==> src/logic/cpq_pkg.sv <==
// Constants and types for the PWM and phase count controller
package cpq_pkg;

  // ----------------------------------------------------------------
  // Data and select widths
  // ----------------------------------------------------------------
  localparam int DATA_W = 16;
  localparam int SEL_W = 4;

  // ----------------------------------------------------------------
  // Device register selects on the device write port
  // ----------------------------------------------------------------
  localparam logic [3:0] SEL_START = 4'h0;
  localparam logic [3:0] SEL_CTRL3 = 4'h1;
  localparam logic [3:0] SEL_CTRL4 = 4'h2;
  localparam logic [3:0] SEL_MODE_B = 4'h3;
  localparam logic [3:0] SEL_CNT3 = 4'h4;
  localparam logic [3:0] SEL_CNT4 = 4'h5;
  localparam logic [3:0] SEL_LIMIT = 4'h6;
  localparam logic [3:0] SEL_TP1 = 4'h7;
  localparam logic [3:0] SEL_BUF1 = 4'ha;
  localparam logic [3:0] SEL_MODE = 4'hd;

  // ----------------------------------------------------------------
  // Device field positions and values
  // ----------------------------------------------------------------
  localparam int START_CH2_BIT = 2;
  localparam int START_CH3_BIT = 3;
  localparam int START_CH4_BIT = 4;
  localparam int PRESCALE_LSB = 0;
  localparam int EDGE_LSB = 3;
  localparam int CLEAR_LSB = 5;
  localparam logic [1:0] CLEAR_NONE = 2'h0;
  localparam int COMB_LSB = 0;
  localparam logic [1:0] COMB_COMPLEMENTARY = 2'h3;
  localparam int PHASE_SEL_BIT = 6;
  localparam int DIR_COND_BIT = 5;
  localparam logic [15:0] CNT4_INIT = 16'h0000;
  localparam logic [16:0] LIMIT_BIAS = 17'h00002;

  // ----------------------------------------------------------------
  // Avalon register word offsets and reset values
  // ----------------------------------------------------------------
  localparam logic [3:0] AV_CTRL = 4'h0;
  localparam logic [3:0] AV_STATUS = 4'h1;
  localparam logic [3:0] AV_OFFSET = 4'h2;
  localparam logic [3:0] AV_HALF = 4'h3;
  localparam logic [3:0] AV_TURN1 = 4'h4;
  localparam logic [3:0] AV_QUAD = 4'h7;
  localparam logic [3:0] AV_REFUSED = 4'h8;
  localparam logic [15:0] RST_WORD = 16'h0000;

  // ----------------------------------------------------------------
  // Quadrature timing, in device clock cycles (tenths)
  // ----------------------------------------------------------------
  localparam int QUAD_OVERLAP_TENTHS = 15;
  localparam int QUAD_WIDTH_TENTHS = 25;
  localparam int QUAD_STEP_A = (QUAD_OVERLAP_TENTHS + 9) / 10;
  localparam int QUAD_STEP_B = (QUAD_WIDTH_TENTHS + 19) / 20;
  localparam int QUAD_STEP_CYC = (QUAD_STEP_A > QUAD_STEP_B) ? QUAD_STEP_A : QUAD_STEP_B;

  typedef enum logic [4:0] {
    ST_IDLE, ST_HALT, ST_CTRL3, ST_CTRL4, ST_MODE_B, ST_CNT4, ST_CNT3,
    ST_LIMIT, ST_TP, ST_GO, ST_RUN, ST_UPD, ST_PH_MODE, ST_PH_GO, ST_STOP
  } cpq_state_type;

endpackage

==> src/logic/cpq_sync2.sv <==
// Two-flop synchroniser for device event pins
`timescale 1ns/1ps
module cpq_sync2 #(
  parameter int W = 2
) (
  input wire logic clk,
  input wire logic sys_rst,
  input wire logic [W-1:0] async_in,
  output logic [W-1:0] sync_out
);
  logic [W-1:0] meta_ff;

  always_ff @(posedge clk or posedge sys_rst)
  begin
    if (sys_rst)
    begin
      meta_ff <= '0;
      sync_out <= '0;
    end
    else
    begin
      meta_ff <= async_in;
      sync_out <= meta_ff;
    end
  end
endmodule // cpq_sync2

==> src/logic/cpq_quad_gen.sv <==
// Quadrature pair generator for the phase counting input pins
`timescale 1ns/1ps
module cpq_quad_gen (
  input wire logic clk,
  input wire logic sys_rst,
  input wire logic start,
  input wire logic dir_down,
  input wire logic [14:0] steps,
  output logic quad_a,
  output logic quad_b,
  output logic busy
);
  import cpq_pkg::*;

  localparam logic [7:0] STEP_LAST = 8'(QUAD_STEP_CYC - 1);

  logic [1:0] phase_ff;
  logic [14:0] left_ff;
  logic [7:0] tick_ff;
  logic down_ff;
  logic [1:0] nxt_phase;

  // Gray walk 00,01,11,10 counts up; reverse counts down
  assign nxt_phase = down_ff ? phase_ff - 2'h1 : phase_ff + 2'h1;

  always_ff @(posedge clk or posedge sys_rst)
  begin
    if (sys_rst)
    begin
      phase_ff <= 2'h0;
      left_ff <= 15'h0000;
      tick_ff <= 8'h00;
      down_ff <= 1'b0;
      busy <= 1'b0;
      quad_a <= 1'b0;
      quad_b <= 1'b0;
    end
    else if (!busy)
    begin
      if (start && steps != 15'h0000)
      begin
        busy <= 1'b1;
        left_ff <= steps;
        down_ff <= dir_down;
        tick_ff <= 8'h00;
      end
    end
    else if (tick_ff != STEP_LAST)
    begin
      // Each level holds at least the overlap and half the width
      tick_ff <= tick_ff + 8'h01;
    end
    else
    begin
      tick_ff <= 8'h00;
      phase_ff <= nxt_phase;
      quad_a <= nxt_phase[1];
      quad_b <= nxt_phase[1] ^ nxt_phase[0];
      left_ff <= left_ff - 15'h0001;
      busy <= (left_ff != 15'h0001);
    end
  end
endmodule // cpq_quad_gen

==> src/logic/cpq_ctrl.sv <==
// Host controller that programs complementary PWM and phase counting
//
// How it works
// - Load counter four zero, three the offset
// - Limit is half cycle plus offset minus two
// - Halt both counters, configure, then start both
// - Same clock both channels, no clear source
// - Never load both counters with equal values
// - Initial turning points not below the offset
// - Values below offset only after first match
// - Change turning points through buffers only
// - No crossing of top window at upturn
// - No crossing of bottom window at downturn
// - Leave and rejoin range in one direction
// - Write buffers only after match or underflow
// - Select phase count, flag condition, then start
// - Quadrature keeps overlap and width minimums
`timescale 1ns/1ps
module cpq_ctrl (
  input wire logic clk,
  input wire logic sys_rst,
  input wire logic [3:0] avs_address,
  input wire logic avs_read,
  input wire logic avs_write,
  input wire logic [31:0] avs_writedata,
  output logic [31:0] avs_readdata,
  output logic avs_waitrequest,
  output logic [cpq_pkg::SEL_W-1:0] dev_sel,
  output logic [cpq_pkg::DATA_W-1:0] dev_wdata,
  output logic dev_wr,
  input wire logic dev_ch3_match,
  input wire logic dev_ch4_underflow,
  output logic quad_input_a,
  output logic quad_input_b
);
  import cpq_pkg::*;

  // ----------------------------------------------------------------
  // Declarations
  // ----------------------------------------------------------------
  cpq_state_type state_ff;
  logic [15:0] offset_ff;
  logic [15:0] half_ff;
  logic [15:0] limit_ff;
  logic [15:0] tp_ff [3];
  logic [15:0] gr_ff [3];
  logic [2:0] pend_ff;
  logic [2:0] odir_ff;
  logic [2:0] clk_sel_ff;
  logic [1:0] edge_sel_ff;
  logic dir_cond_ff;
  logic [2:0] start_bits_ff;
  logic [1:0] idx_ff;
  logic dir_down_ff;
  logic first_match_ff;
  logic cfg_err_ff;
  logic ph_run_ff;
  logic [15:0] refused_ff;
  logic [1:0] evt_prev_ff;
  logic [1:0] evt_sync;
  logic match_evt;
  logic under_evt;
  logic acc_ok;
  logic wr_acc;
  logic go_pwm;
  logic go_phase;
  logic go_stop;
  logic quad_busy;
  logic quad_go;
  logic [31:0] rd_mux;
  logic [16:0] limit_sum;
  logic cfg_bad;
  logic upd_allowed;

  // ----------------------------------------------------------------
  // Helpers
  // ----------------------------------------------------------------
  function automatic logic upd_ok(input logic [15:0] cur, input logic [15:0] nv,
                                  input logic [15:0] off, input logic [15:0] lim,
                                  input logic down, input logic first, input logic odir);
    logic [15:0] top_lo;
    logic ci;
    logic ni;
    logic ok;
    top_lo = lim - off + 16'h0001;
    if (down)
    begin
      // Next copy happens at underflow
      ci = cur < off;
      ni = nv < off;
    end
    else
    begin
      // Next copy happens at the limit match
      ci = (cur >= top_lo) && (cur <= lim);
      ni = (nv >= top_lo) && (nv <= lim);
    end
    ok = (ci == ni);
    if (!first && nv < off)
      ok = 1'b0;
    if (cur > lim && nv <= lim && odir != down)
      ok = 1'b0;
    return ok;
  endfunction

  function automatic logic [15:0] start_word(input logic [2:0] bits);
    logic [15:0] w;
    w = RST_WORD;
    w[START_CH2_BIT] = bits[0];
    w[START_CH3_BIT] = bits[1];
    w[START_CH4_BIT] = bits[2];
    return w;
  endfunction

  function automatic logic [15:0] ctrl_word(input logic [2:0] cs, input logic [1:0] es);
    logic [15:0] w;
    w = RST_WORD;
    w[PRESCALE_LSB +: 3] = cs;
    w[EDGE_LSB +: 2] = es;
    w[CLEAR_LSB +: 2] = CLEAR_NONE;
    return w;
  endfunction

  // ----------------------------------------------------------------
  // Avalon slave: one wait cycle, answer at the second edge
  // ----------------------------------------------------------------
  assign acc_ok = (avs_read || avs_write) && !avs_waitrequest;
  assign wr_acc = avs_write && !avs_waitrequest;
  assign go_pwm = wr_acc && avs_address == AV_CTRL && avs_writedata[0];
  assign go_phase = wr_acc && avs_address == AV_CTRL && avs_writedata[1];
  assign go_stop = wr_acc && avs_address == AV_CTRL && avs_writedata[2];
  assign quad_go = wr_acc && avs_address == AV_QUAD;

  always_ff @(posedge clk or posedge sys_rst)
  begin
    if (sys_rst)
      avs_waitrequest <= 1'b1;
    else if (acc_ok)
      avs_waitrequest <= 1'b1;
    else if (avs_read || avs_write)
      avs_waitrequest <= 1'b0;
  end

  always_comb
  begin
    rd_mux = 32'h00000000;
    unique case (avs_address)
      AV_CTRL: rd_mux = {22'h000000, dir_cond_ff, edge_sel_ff, clk_sel_ff, 4'h0};
      AV_STATUS: rd_mux = {24'h000000, pend_ff, ph_run_ff, cfg_err_ff, first_match_ff,
                           state_ff == ST_RUN || state_ff == ST_UPD, state_ff != ST_IDLE
                           && state_ff != ST_RUN && state_ff != ST_UPD};
      AV_OFFSET: rd_mux = {16'h0000, offset_ff};
      AV_HALF: rd_mux = {16'h0000, half_ff};
      4'h4, 4'h5, 4'h6: rd_mux = {16'h0000, tp_ff[avs_address[1:0]]};
      AV_QUAD: rd_mux = {31'h00000000, quad_busy};
      AV_REFUSED: rd_mux = {16'h0000, refused_ff};
      default: rd_mux = 32'h00000000;
    endcase
  end

  always_ff @(posedge clk or posedge sys_rst)
  begin
    if (sys_rst)
      avs_readdata <= 32'h00000000;
    else if ((avs_read || avs_write) && avs_waitrequest)
      avs_readdata <= avs_read ? rd_mux : 32'h00000000;
  end

  // ----------------------------------------------------------------
  // Software configuration
  // ----------------------------------------------------------------
  always_ff @(posedge clk or posedge sys_rst)
  begin
    if (sys_rst)
    begin
      offset_ff <= RST_WORD;
      half_ff <= RST_WORD;
      clk_sel_ff <= 3'h0;
      edge_sel_ff <= 2'h0;
      dir_cond_ff <= 1'b0;
      for (int i = 0; i < 3; i++)
        tp_ff[i] <= RST_WORD;
    end
    else if (wr_acc)
    begin
      if (avs_address == AV_CTRL)
      begin
        clk_sel_ff <= avs_writedata[6:4];
        edge_sel_ff <= avs_writedata[8:7];
        dir_cond_ff <= avs_writedata[9];
      end
      if (avs_address == AV_OFFSET && state_ff == ST_IDLE)
        offset_ff <= avs_writedata[15:0];
      if (avs_address == AV_HALF && state_ff == ST_IDLE)
        half_ff <= avs_writedata[15:0];
      if (avs_address >= AV_TURN1 && avs_address <= 4'h6)
        tp_ff[avs_address[1:0]] <= avs_writedata[15:0];
    end
  end

  // ----------------------------------------------------------------
  // Device event pins
  // ----------------------------------------------------------------
  cpq_sync2 #(.W(2)) u_sync (
    .clk(clk),
    .sys_rst(sys_rst),
    .async_in({dev_ch4_underflow, dev_ch3_match}),
    .sync_out(evt_sync)
  );

  always_ff @(posedge clk or posedge sys_rst)
  begin
    if (sys_rst)
      evt_prev_ff <= 2'h0;
    else
      evt_prev_ff <= evt_sync;
  end

  assign match_evt = evt_sync[0] && !evt_prev_ff[0];
  assign under_evt = evt_sync[1] && !evt_prev_ff[1];

  // Counters turn down after the limit match, up after underflow
  always_ff @(posedge clk or posedge sys_rst)
  begin
    if (sys_rst)
    begin
      dir_down_ff <= 1'b0;
      first_match_ff <= 1'b0;
    end
    else if (state_ff == ST_GO)
    begin
      dir_down_ff <= 1'b0;
      first_match_ff <= 1'b0;
    end
    else if (match_evt)
    begin
      dir_down_ff <= 1'b1;
      first_match_ff <= 1'b1;
    end
    else if (under_evt)
      dir_down_ff <= 1'b0;
  end

  // ----------------------------------------------------------------
  // Pending turning point updates
  // ----------------------------------------------------------------
  assign upd_allowed = upd_ok(gr_ff[idx_ff], tp_ff[idx_ff], offset_ff, limit_ff,
                              dir_down_ff, first_match_ff, odir_ff[idx_ff]);

  // A fresh write in the send cycle stays pending
  always_ff @(posedge clk or posedge sys_rst)
  begin
    if (sys_rst)
      pend_ff <= 3'h0;
    else
    begin
      for (int i = 0; i < 3; i++)
      begin
        if (wr_acc && avs_address == 4'(AV_TURN1 + 4'(i)) && state_ff != ST_IDLE)
          pend_ff[i] <= 1'b1;
        else if (state_ff == ST_UPD && idx_ff == 2'(i) && upd_allowed)
          pend_ff[i] <= 1'b0;
        else if (state_ff == ST_IDLE)
          pend_ff[i] <= 1'b0;
      end
    end
  end

  always_ff @(posedge clk or posedge sys_rst)
  begin
    if (sys_rst)
    begin
      odir_ff <= 3'h0;
      refused_ff <= RST_WORD;
      for (int i = 0; i < 3; i++)
        gr_ff[i] <= RST_WORD;
    end
    else if (state_ff == ST_TP)
      gr_ff[idx_ff] <= tp_ff[idx_ff];
    else if (state_ff == ST_UPD && pend_ff[idx_ff])
    begin
      if (upd_allowed)
      begin
        gr_ff[idx_ff] <= tp_ff[idx_ff];
        if (tp_ff[idx_ff] > limit_ff)
          odir_ff[idx_ff] <= dir_down_ff;
      end
      else
        refused_ff <= refused_ff + 16'h0001;
    end
  end

  // ----------------------------------------------------------------
  // Sequencer and device write port
  // ----------------------------------------------------------------
  assign limit_sum = {1'b0, half_ff} + {1'b0, offset_ff} - LIMIT_BIAS;
  assign cfg_bad = (offset_ff == CNT4_INIT) || limit_sum[16]
                   || tp_ff[0] < offset_ff || tp_ff[1] < offset_ff
                   || tp_ff[2] < offset_ff;

  always_ff @(posedge clk or posedge sys_rst)
  begin
    if (sys_rst)
    begin
      state_ff <= ST_IDLE;
      idx_ff <= 2'h0;
      dev_wr <= 1'b0;
      dev_sel <= SEL_START;
      dev_wdata <= RST_WORD;
      start_bits_ff <= 3'h0;
      limit_ff <= RST_WORD;
      cfg_err_ff <= 1'b0;
      ph_run_ff <= 1'b0;
    end
    else
    begin
      dev_wr <= 1'b0;
      unique case (state_ff)
        ST_IDLE:
          if (go_pwm && cfg_bad)
            cfg_err_ff <= 1'b1;
          else if (go_pwm)
          begin
            cfg_err_ff <= 1'b0;
            limit_ff <= limit_sum[15:0];
            state_ff <= ST_HALT;
          end
          else if (go_phase && !ph_run_ff)
            state_ff <= ST_PH_MODE;
        ST_HALT:
        begin
          start_bits_ff <= {2'b00, start_bits_ff[0]};
          dev_sel <= SEL_START;
          dev_wdata <= start_word({2'b00, start_bits_ff[0]});
          dev_wr <= 1'b1;
          state_ff <= ST_CTRL3;
        end
        ST_CTRL3, ST_CTRL4:
        begin
          dev_sel <= (state_ff == ST_CTRL3) ? SEL_CTRL3 : SEL_CTRL4;
          dev_wdata <= ctrl_word(clk_sel_ff, edge_sel_ff);
          dev_wr <= 1'b1;
          state_ff <= (state_ff == ST_CTRL3) ? ST_CTRL4 : ST_MODE_B;
        end
        ST_MODE_B:
        begin
          // Output pins follow the mode once this lands
          dev_sel <= SEL_MODE_B;
          dev_wdata <= {14'h0000, COMB_COMPLEMENTARY};
          dev_wr <= 1'b1;
          state_ff <= ST_CNT4;
        end
        ST_CNT4:
        begin
          dev_sel <= SEL_CNT4;
          dev_wdata <= CNT4_INIT;
          dev_wr <= 1'b1;
          state_ff <= ST_CNT3;
        end
        ST_CNT3:
        begin
          dev_sel <= SEL_CNT3;
          dev_wdata <= offset_ff;
          dev_wr <= 1'b1;
          state_ff <= ST_LIMIT;
        end
        ST_LIMIT:
        begin
          dev_sel <= SEL_LIMIT;
          dev_wdata <= limit_ff;
          dev_wr <= 1'b1;
          idx_ff <= 2'h0;
          state_ff <= ST_TP;
        end
        ST_TP:
        begin
          // Direct writes only while halted; one per output pair
          dev_sel <= SEL_TP1 + 4'(idx_ff);
          dev_wdata <= tp_ff[idx_ff];
          dev_wr <= 1'b1;
          idx_ff <= idx_ff + 2'h1;
          if (idx_ff == 2'h2)
            state_ff <= ST_GO;
        end
        ST_GO:
        begin
          start_bits_ff <= {2'b11, start_bits_ff[0]};
          dev_sel <= SEL_START;
          dev_wdata <= start_word({2'b11, start_bits_ff[0]});
          dev_wr <= 1'b1;
          state_ff <= ST_RUN;
        end
        ST_RUN:
          if (go_stop)
            state_ff <= ST_STOP;
          else if ((match_evt || under_evt) && pend_ff != 3'h0)
          begin
            idx_ff <= 2'h0;
            state_ff <= ST_UPD;
          end
          else if (go_phase && !ph_run_ff)
            state_ff <= ST_PH_MODE;
        ST_UPD:
        begin
          if (pend_ff[idx_ff] && upd_allowed)
          begin
            // Only the buffer is touched while running
            dev_sel <= SEL_BUF1 + 4'(idx_ff);
            dev_wdata <= tp_ff[idx_ff];
            dev_wr <= 1'b1;
          end
          idx_ff <= idx_ff + 2'h1;
          if (idx_ff == 2'h2)
            state_ff <= ST_RUN;
        end
        ST_PH_MODE:
        begin
          dev_sel <= SEL_MODE;
          dev_wdata <= (16'h0001 << PHASE_SEL_BIT)
                       | (16'(dir_cond_ff) << DIR_COND_BIT);
          dev_wr <= 1'b1;
          state_ff <= ST_PH_GO;
        end
        ST_PH_GO:
        begin
          start_bits_ff <= {start_bits_ff[2:1], 1'b1};
          dev_sel <= SEL_START;
          dev_wdata <= start_word({start_bits_ff[2:1], 1'b1});
          dev_wr <= 1'b1;
          ph_run_ff <= 1'b1;
          state_ff <= (start_bits_ff[1]) ? ST_RUN : ST_IDLE;
        end
        ST_STOP:
        begin
          start_bits_ff <= 3'h0;
          dev_sel <= SEL_START;
          dev_wdata <= RST_WORD;
          dev_wr <= 1'b1;
          ph_run_ff <= 1'b0;
          state_ff <= ST_IDLE;
        end
      endcase
    end
  end

  // ----------------------------------------------------------------
  // Encoder stand-in on the channel two clock pins
  // ----------------------------------------------------------------
  cpq_quad_gen u_quad (
    .clk(clk),
    .sys_rst(sys_rst),
    .start(quad_go),
    .dir_down(avs_writedata[15]),
    .steps(avs_writedata[14:0]),
    .quad_a(quad_input_a),
    .quad_b(quad_input_b),
    .busy(quad_busy)
  );

endmodule // cpq_ctrl

==> config.mk <==
export PLATFORM = sky130hd
export DESIGN_NAME = cpq_ctrl
export DESIGN_NICKNAME = d
export VERILOG_FILES = /design/src/logic/cpq_pkg.sv /design/src/logic/cpq_sync2.sv /design/src/logic/cpq_quad_gen.sv /design/src/logic/cpq_ctrl.sv
export SDC_FILE = /design/constraint.sdc
export NUM_CORES = 1
export LEC_CHECK = 0
export ABC_AREA = 1
export ABC_CLOCK_PERIOD_IN_PS = 9800
export BUFFER_PORTS_ARGS = -buffer_cell sky130_fd_sc_hd__buf_2
export CORE_MARGIN = 5
export CORE_UTILIZATION = 50
export DETAILED_ROUTE_END_ITERATION = 16
export PLACE_DENSITY_LB_ADDON = 0.1
export REMOVE_ABC_BUFFERS = 1
export SETUP_SLACK_MARGIN = 0.05
export SLEW_MARGIN = 20
export SYNTH_ARGS = -nofsm -noshare
export SYNTH_HDL_FRONTEND = slang
export SYNTH_SLANG_ARGS = --single-unit
==> constraint.sdc <==
create_clock -name clk -period 9.8 [get_ports clk]
set_input_delay 1.47 -clock clk [delete_from_list [all_inputs] [get_ports clk]]
set_output_delay 1.47 -clock clk [all_outputs]
set_load 0.05 [all_outputs]
==> flow_summary.yaml <==
outcome:
  outcome: "completed"
synth:
  synth_cell_type_count: 58
  synth_warnings: 0
  yosys.area_share.simple_pct: 21.8
  synth_fa_ha_area_share_pct: 14.2
  synth-compound-area-share_pct: 16.9
  syn_inst: 2377
  synth_area_per_cell_um2: 7.59
  yosysTopAreaCell: "dfrtp_1"
  yosysTopAreaCellShare_pct: 35.5
  synth_area_leaders: "dfrtp_1 (35%), ha_1 (14%), nand2_1 (12%), o21ai_0 (7.5%), inv_1 (5.9%)"
  synthMuxAreaShare_pct: 0
  synth_xor_area_share_pct: 2.62
  synth_top_family_by_area: "simple AND/OR/NAND/NOR gates"
  synth_area_um2: 18100
  synth-seq-cells: 257
  seq_area_frac_synth_pct: 35.6
routing:
  first_pass_iters: 5
  dr_total_vias: 16600
  wl_per_cell_um: 19.1
  wl_mm: 55.4
  postRouteAntennaNets: 0
  routed_via_density: 5.74
  drtIter0Drc: 1182
  drc: 0
grt:
  grt_max_degree: 137
  grt_antenna_before_repair: 1
  grt_overflow: 0
  global_route.usage.total_pct: 27.6
  grt_pass1_vias: 16000
  grt_first_pass_wirelength_mm: 87.7
placement:
  hpwl_mm: 42.1
  numPortBuffers: 65
  gp_congestion: 0.903
  place_area_um2: 18600
  dp.cells: 2840
layout:
  multi_input_area_um2: 10100
  final_area_um2: 19700
  ff_latch_area_um2: 6430
  syn_to_final_growth_pct: 8.91
  fin_nets: 2658
  fillerInstances: 3396
  stdcell_count: 2896
  layout-drive-gt1-share_pct: 6.98
worst_setup_path:
  cp-start-kind: "register"
  crit_chain: "inv_2 -> nor2_4 -> buf_4 -> a32oi_1 -> inv_1 -> ha_1 -> nand2_1 -> inv_1 -> nand3_1 -> a31oi_1 -> nor4_1 -> nand2_1 -> o21ai_0 -> inv_1 -> nor2_1 -> nand2_1 -> nand2_1 -> nand2_1 -> nand2_4 -> nand3_4 -> nand2_1 -> inv_1 -> nand2_1 -> nand2_1"
  critPathMaxStageDelay_ps: 710
  worstSetupPathType: "reg2reg"
  critPathMaxFanout: 37
  critPathSlowestCell: "nor4_1"
  worstPathRequired_ps: 10240
  endpoint_kind: "register"
  path_common_cell: "nand2_1"
  worstPathArrival_ps: 6380
timing:
  max_slew.worst_pin.slew_ps: 1090
  relSlewSlack_pct: 27.3
  finalCritPeriodShare_pct: 60.6
  tns_ps: 0
  layout_min_cycle_time_ps: 5940
  rsz0062_at_grt: "no"
  max_freq_mhz: 168
  slew_viol_final: 0
  fin_skew_ps: 49.8
  hold_viol: 0
  setup_viol: 0
cts:
  cts_sinks: 257
  cts_tree: "built"
  cts_buffers: 30
  post_cts_buffers: 0
  clkTransAtPathRegs_ps: 60
  htreeDepth: 1
  cts.path.max_buffers: 3
  clk_latency_ps: 620
  holdBufCountCts: 0
  cts-root-buf: "clkbuf_16"
  post_cts_resize_count: 0
min_path:
  min_path_type: "reg2reg"
floorplan:
  die_h_um: 200
  die_x_um: 200
  rows: 69
  start_util_pct: 50.7
  io_pins: 98
  dieArea_um2: 40000
  core_area_um2: 35600
power:
  vdd_drop_max_uv: 207
  power_density_nw_per_um2: 286
  total_leakage_power_nw: 9.94
  power.total_mw: 5.61
run:
  maxCapViolCount: 0
routing by layer:
layer / wire length, um / global-route usage, % / part of all wire, % / vias to the layer above
met1: 24200 / 38.0 / 44 / 7866
met4: 2020 / 9.36 / 3.6 / 0
met3: 3840 / 4.03 / 6.9 / 106
met5: 0 / 0 / 0 / -
met2: 25400 / 44.8 / 46 / 622
li1: - / - / - / 8022
critical path: cells and delay by family (launching register included):
family                     cells  cell delay [ps]
adders and majority gates      1              340
and+or+nand+nor               14             2460
DFF                            1              380
buffers and inverters          6             1950
AOI/OAI and AO/OA              3              630
where the power goes:
| part | switching, mW | internal [mW] | total [mW] |
|---|---|---|---|
| sequential | 0.222 | 1.30 | 1.53 |
| clock | 0.487 | 0.635 | 1.12 |
| combinational | 1.98 | 0.986 | 2.97 |
cell usage in the layout (no fill, tap or decap), types with 6 or more instances in the layout:
cell	n
nor2_1	159
o2111ai_1	6
nand4_1	27
o211ai_1	13
a2111oi_0	6
nand3_1	100
conb_1	16
clkbuf_8	6
o21ai_1	9
inv_2	6
buf_4	15
o221ai_1	8
o21bai_1	9
nor3_1	29
a211oi_1	10
dfrtp_1	256
ha_1	202
o21ai_0	271
nor4_1	18
a221oi_1	6
o22ai_1	40
a31oi_1	8
nand2_1	564
nand2_2	7
o21a_1	7
or2_2	11
xnor2_1	20
clkbuf_16	30
clkinv_2	6
a21oi_1	114
buf_2	65
inv_1	283
nand3b_1	9
clkinv_1	7
xor2_1	34
state kept, by name, indices dropped and copies added, names as in the netlist, 16 cells and up:
register      count
gr_ff            48
tp_ff            48
avs_readdata     16
dev_wdata        16
half_ff          16
limit_ff         16
offset_ff        16
refused_ff       16
layout make-up:
cell class	instances	area share, %
Sequential cell	257	32.7
Multi-Input combinational cell	1745	51.3
Clock inverter	13	0.656
Timing Repair Buffer	81	2.37
Clock buffer	41	4.33
Inverter	297	5.71
Tap cell	461	2.93
Antenna cell	1	0.0127
final timing paths:
| path | startpoint | end | slack, ps | cells after the start |
|---|---|---|---|---|
| setup / recovery | idx_ff[1]$_DFFE_PP0P_ | dev_wdata[9]$_DFFE_PP0P_ | 3860 | 24 |
| hold / removal | u_sync.meta_ff[0]$_DFF_PP0_ | u_sync.sync_out[0]$_DFF_PP0_ | 360 | 0 |
| setup reg to reg | idx_ff[1]$_DFFE_PP0P_ | dev_wdata[9]$_DFFE_PP0P_ | 3860 | 24 |
| hold reg to reg | u_sync.meta_ff[0]$_DFF_PP0_ | u_sync.sync_out[0]$_DFF_PP0_ | 360 | 0 |
| max in group asynchronous | sys_rst | dev_wdata[0]$_DFFE_PP0P_ | 7190 | 4 |
| min in group asynchronous | sys_rst | tp_ff[31]$_DFFE_PP0P_ | 820 | 2 |
metrics by stage:
stage	util (%)	setup slack [ps]	hold slack, ps
6_report	55.3	3860	358
5_1_grt	55.3	3610	366
2_1_floorplan	-	1260	331
3_5_place_dp	52.4	3990	347
4_1_cts	55.2	3920	361
3_3_place_gp	52.4	4040	350
cell families after synthesis:
kind of cell | after synthesis
DFF | 257
buffers and inverters | 390
other | 1
and+or+nand+nor | 936
AOI/OAI and AO/OA | 535
xor gates and xnor gates | 54
adders and majority gates | 204
synthesized netlist by cell type (all sizes together):
cell	n
o211ai	14
dfrtp	256
a211oi	10
nand2	574
o21bai	9
a21boi	1
nand4	27
nand3	102
a2111oi	6
nand3b	9
a221oi	6
o221ai	8
a32oi	7
o21a	8
or2	15
o31ai	5
clkbuf	52
dfstp	1
o22ai	40
o2111ai	6
ha	202
buf	41
clkinv	7
inv	290
a21o	4
xnor2	20
conb	1
a22oi	3
a31oi	8
fa	2
xor2	34
nor3	29
o21ai	280
nor2	161
nor3b	1
nor4	18
o32ai	3
a21oi	115
o221a	2
Note: power is estimated with default switching activity, not from simulation.
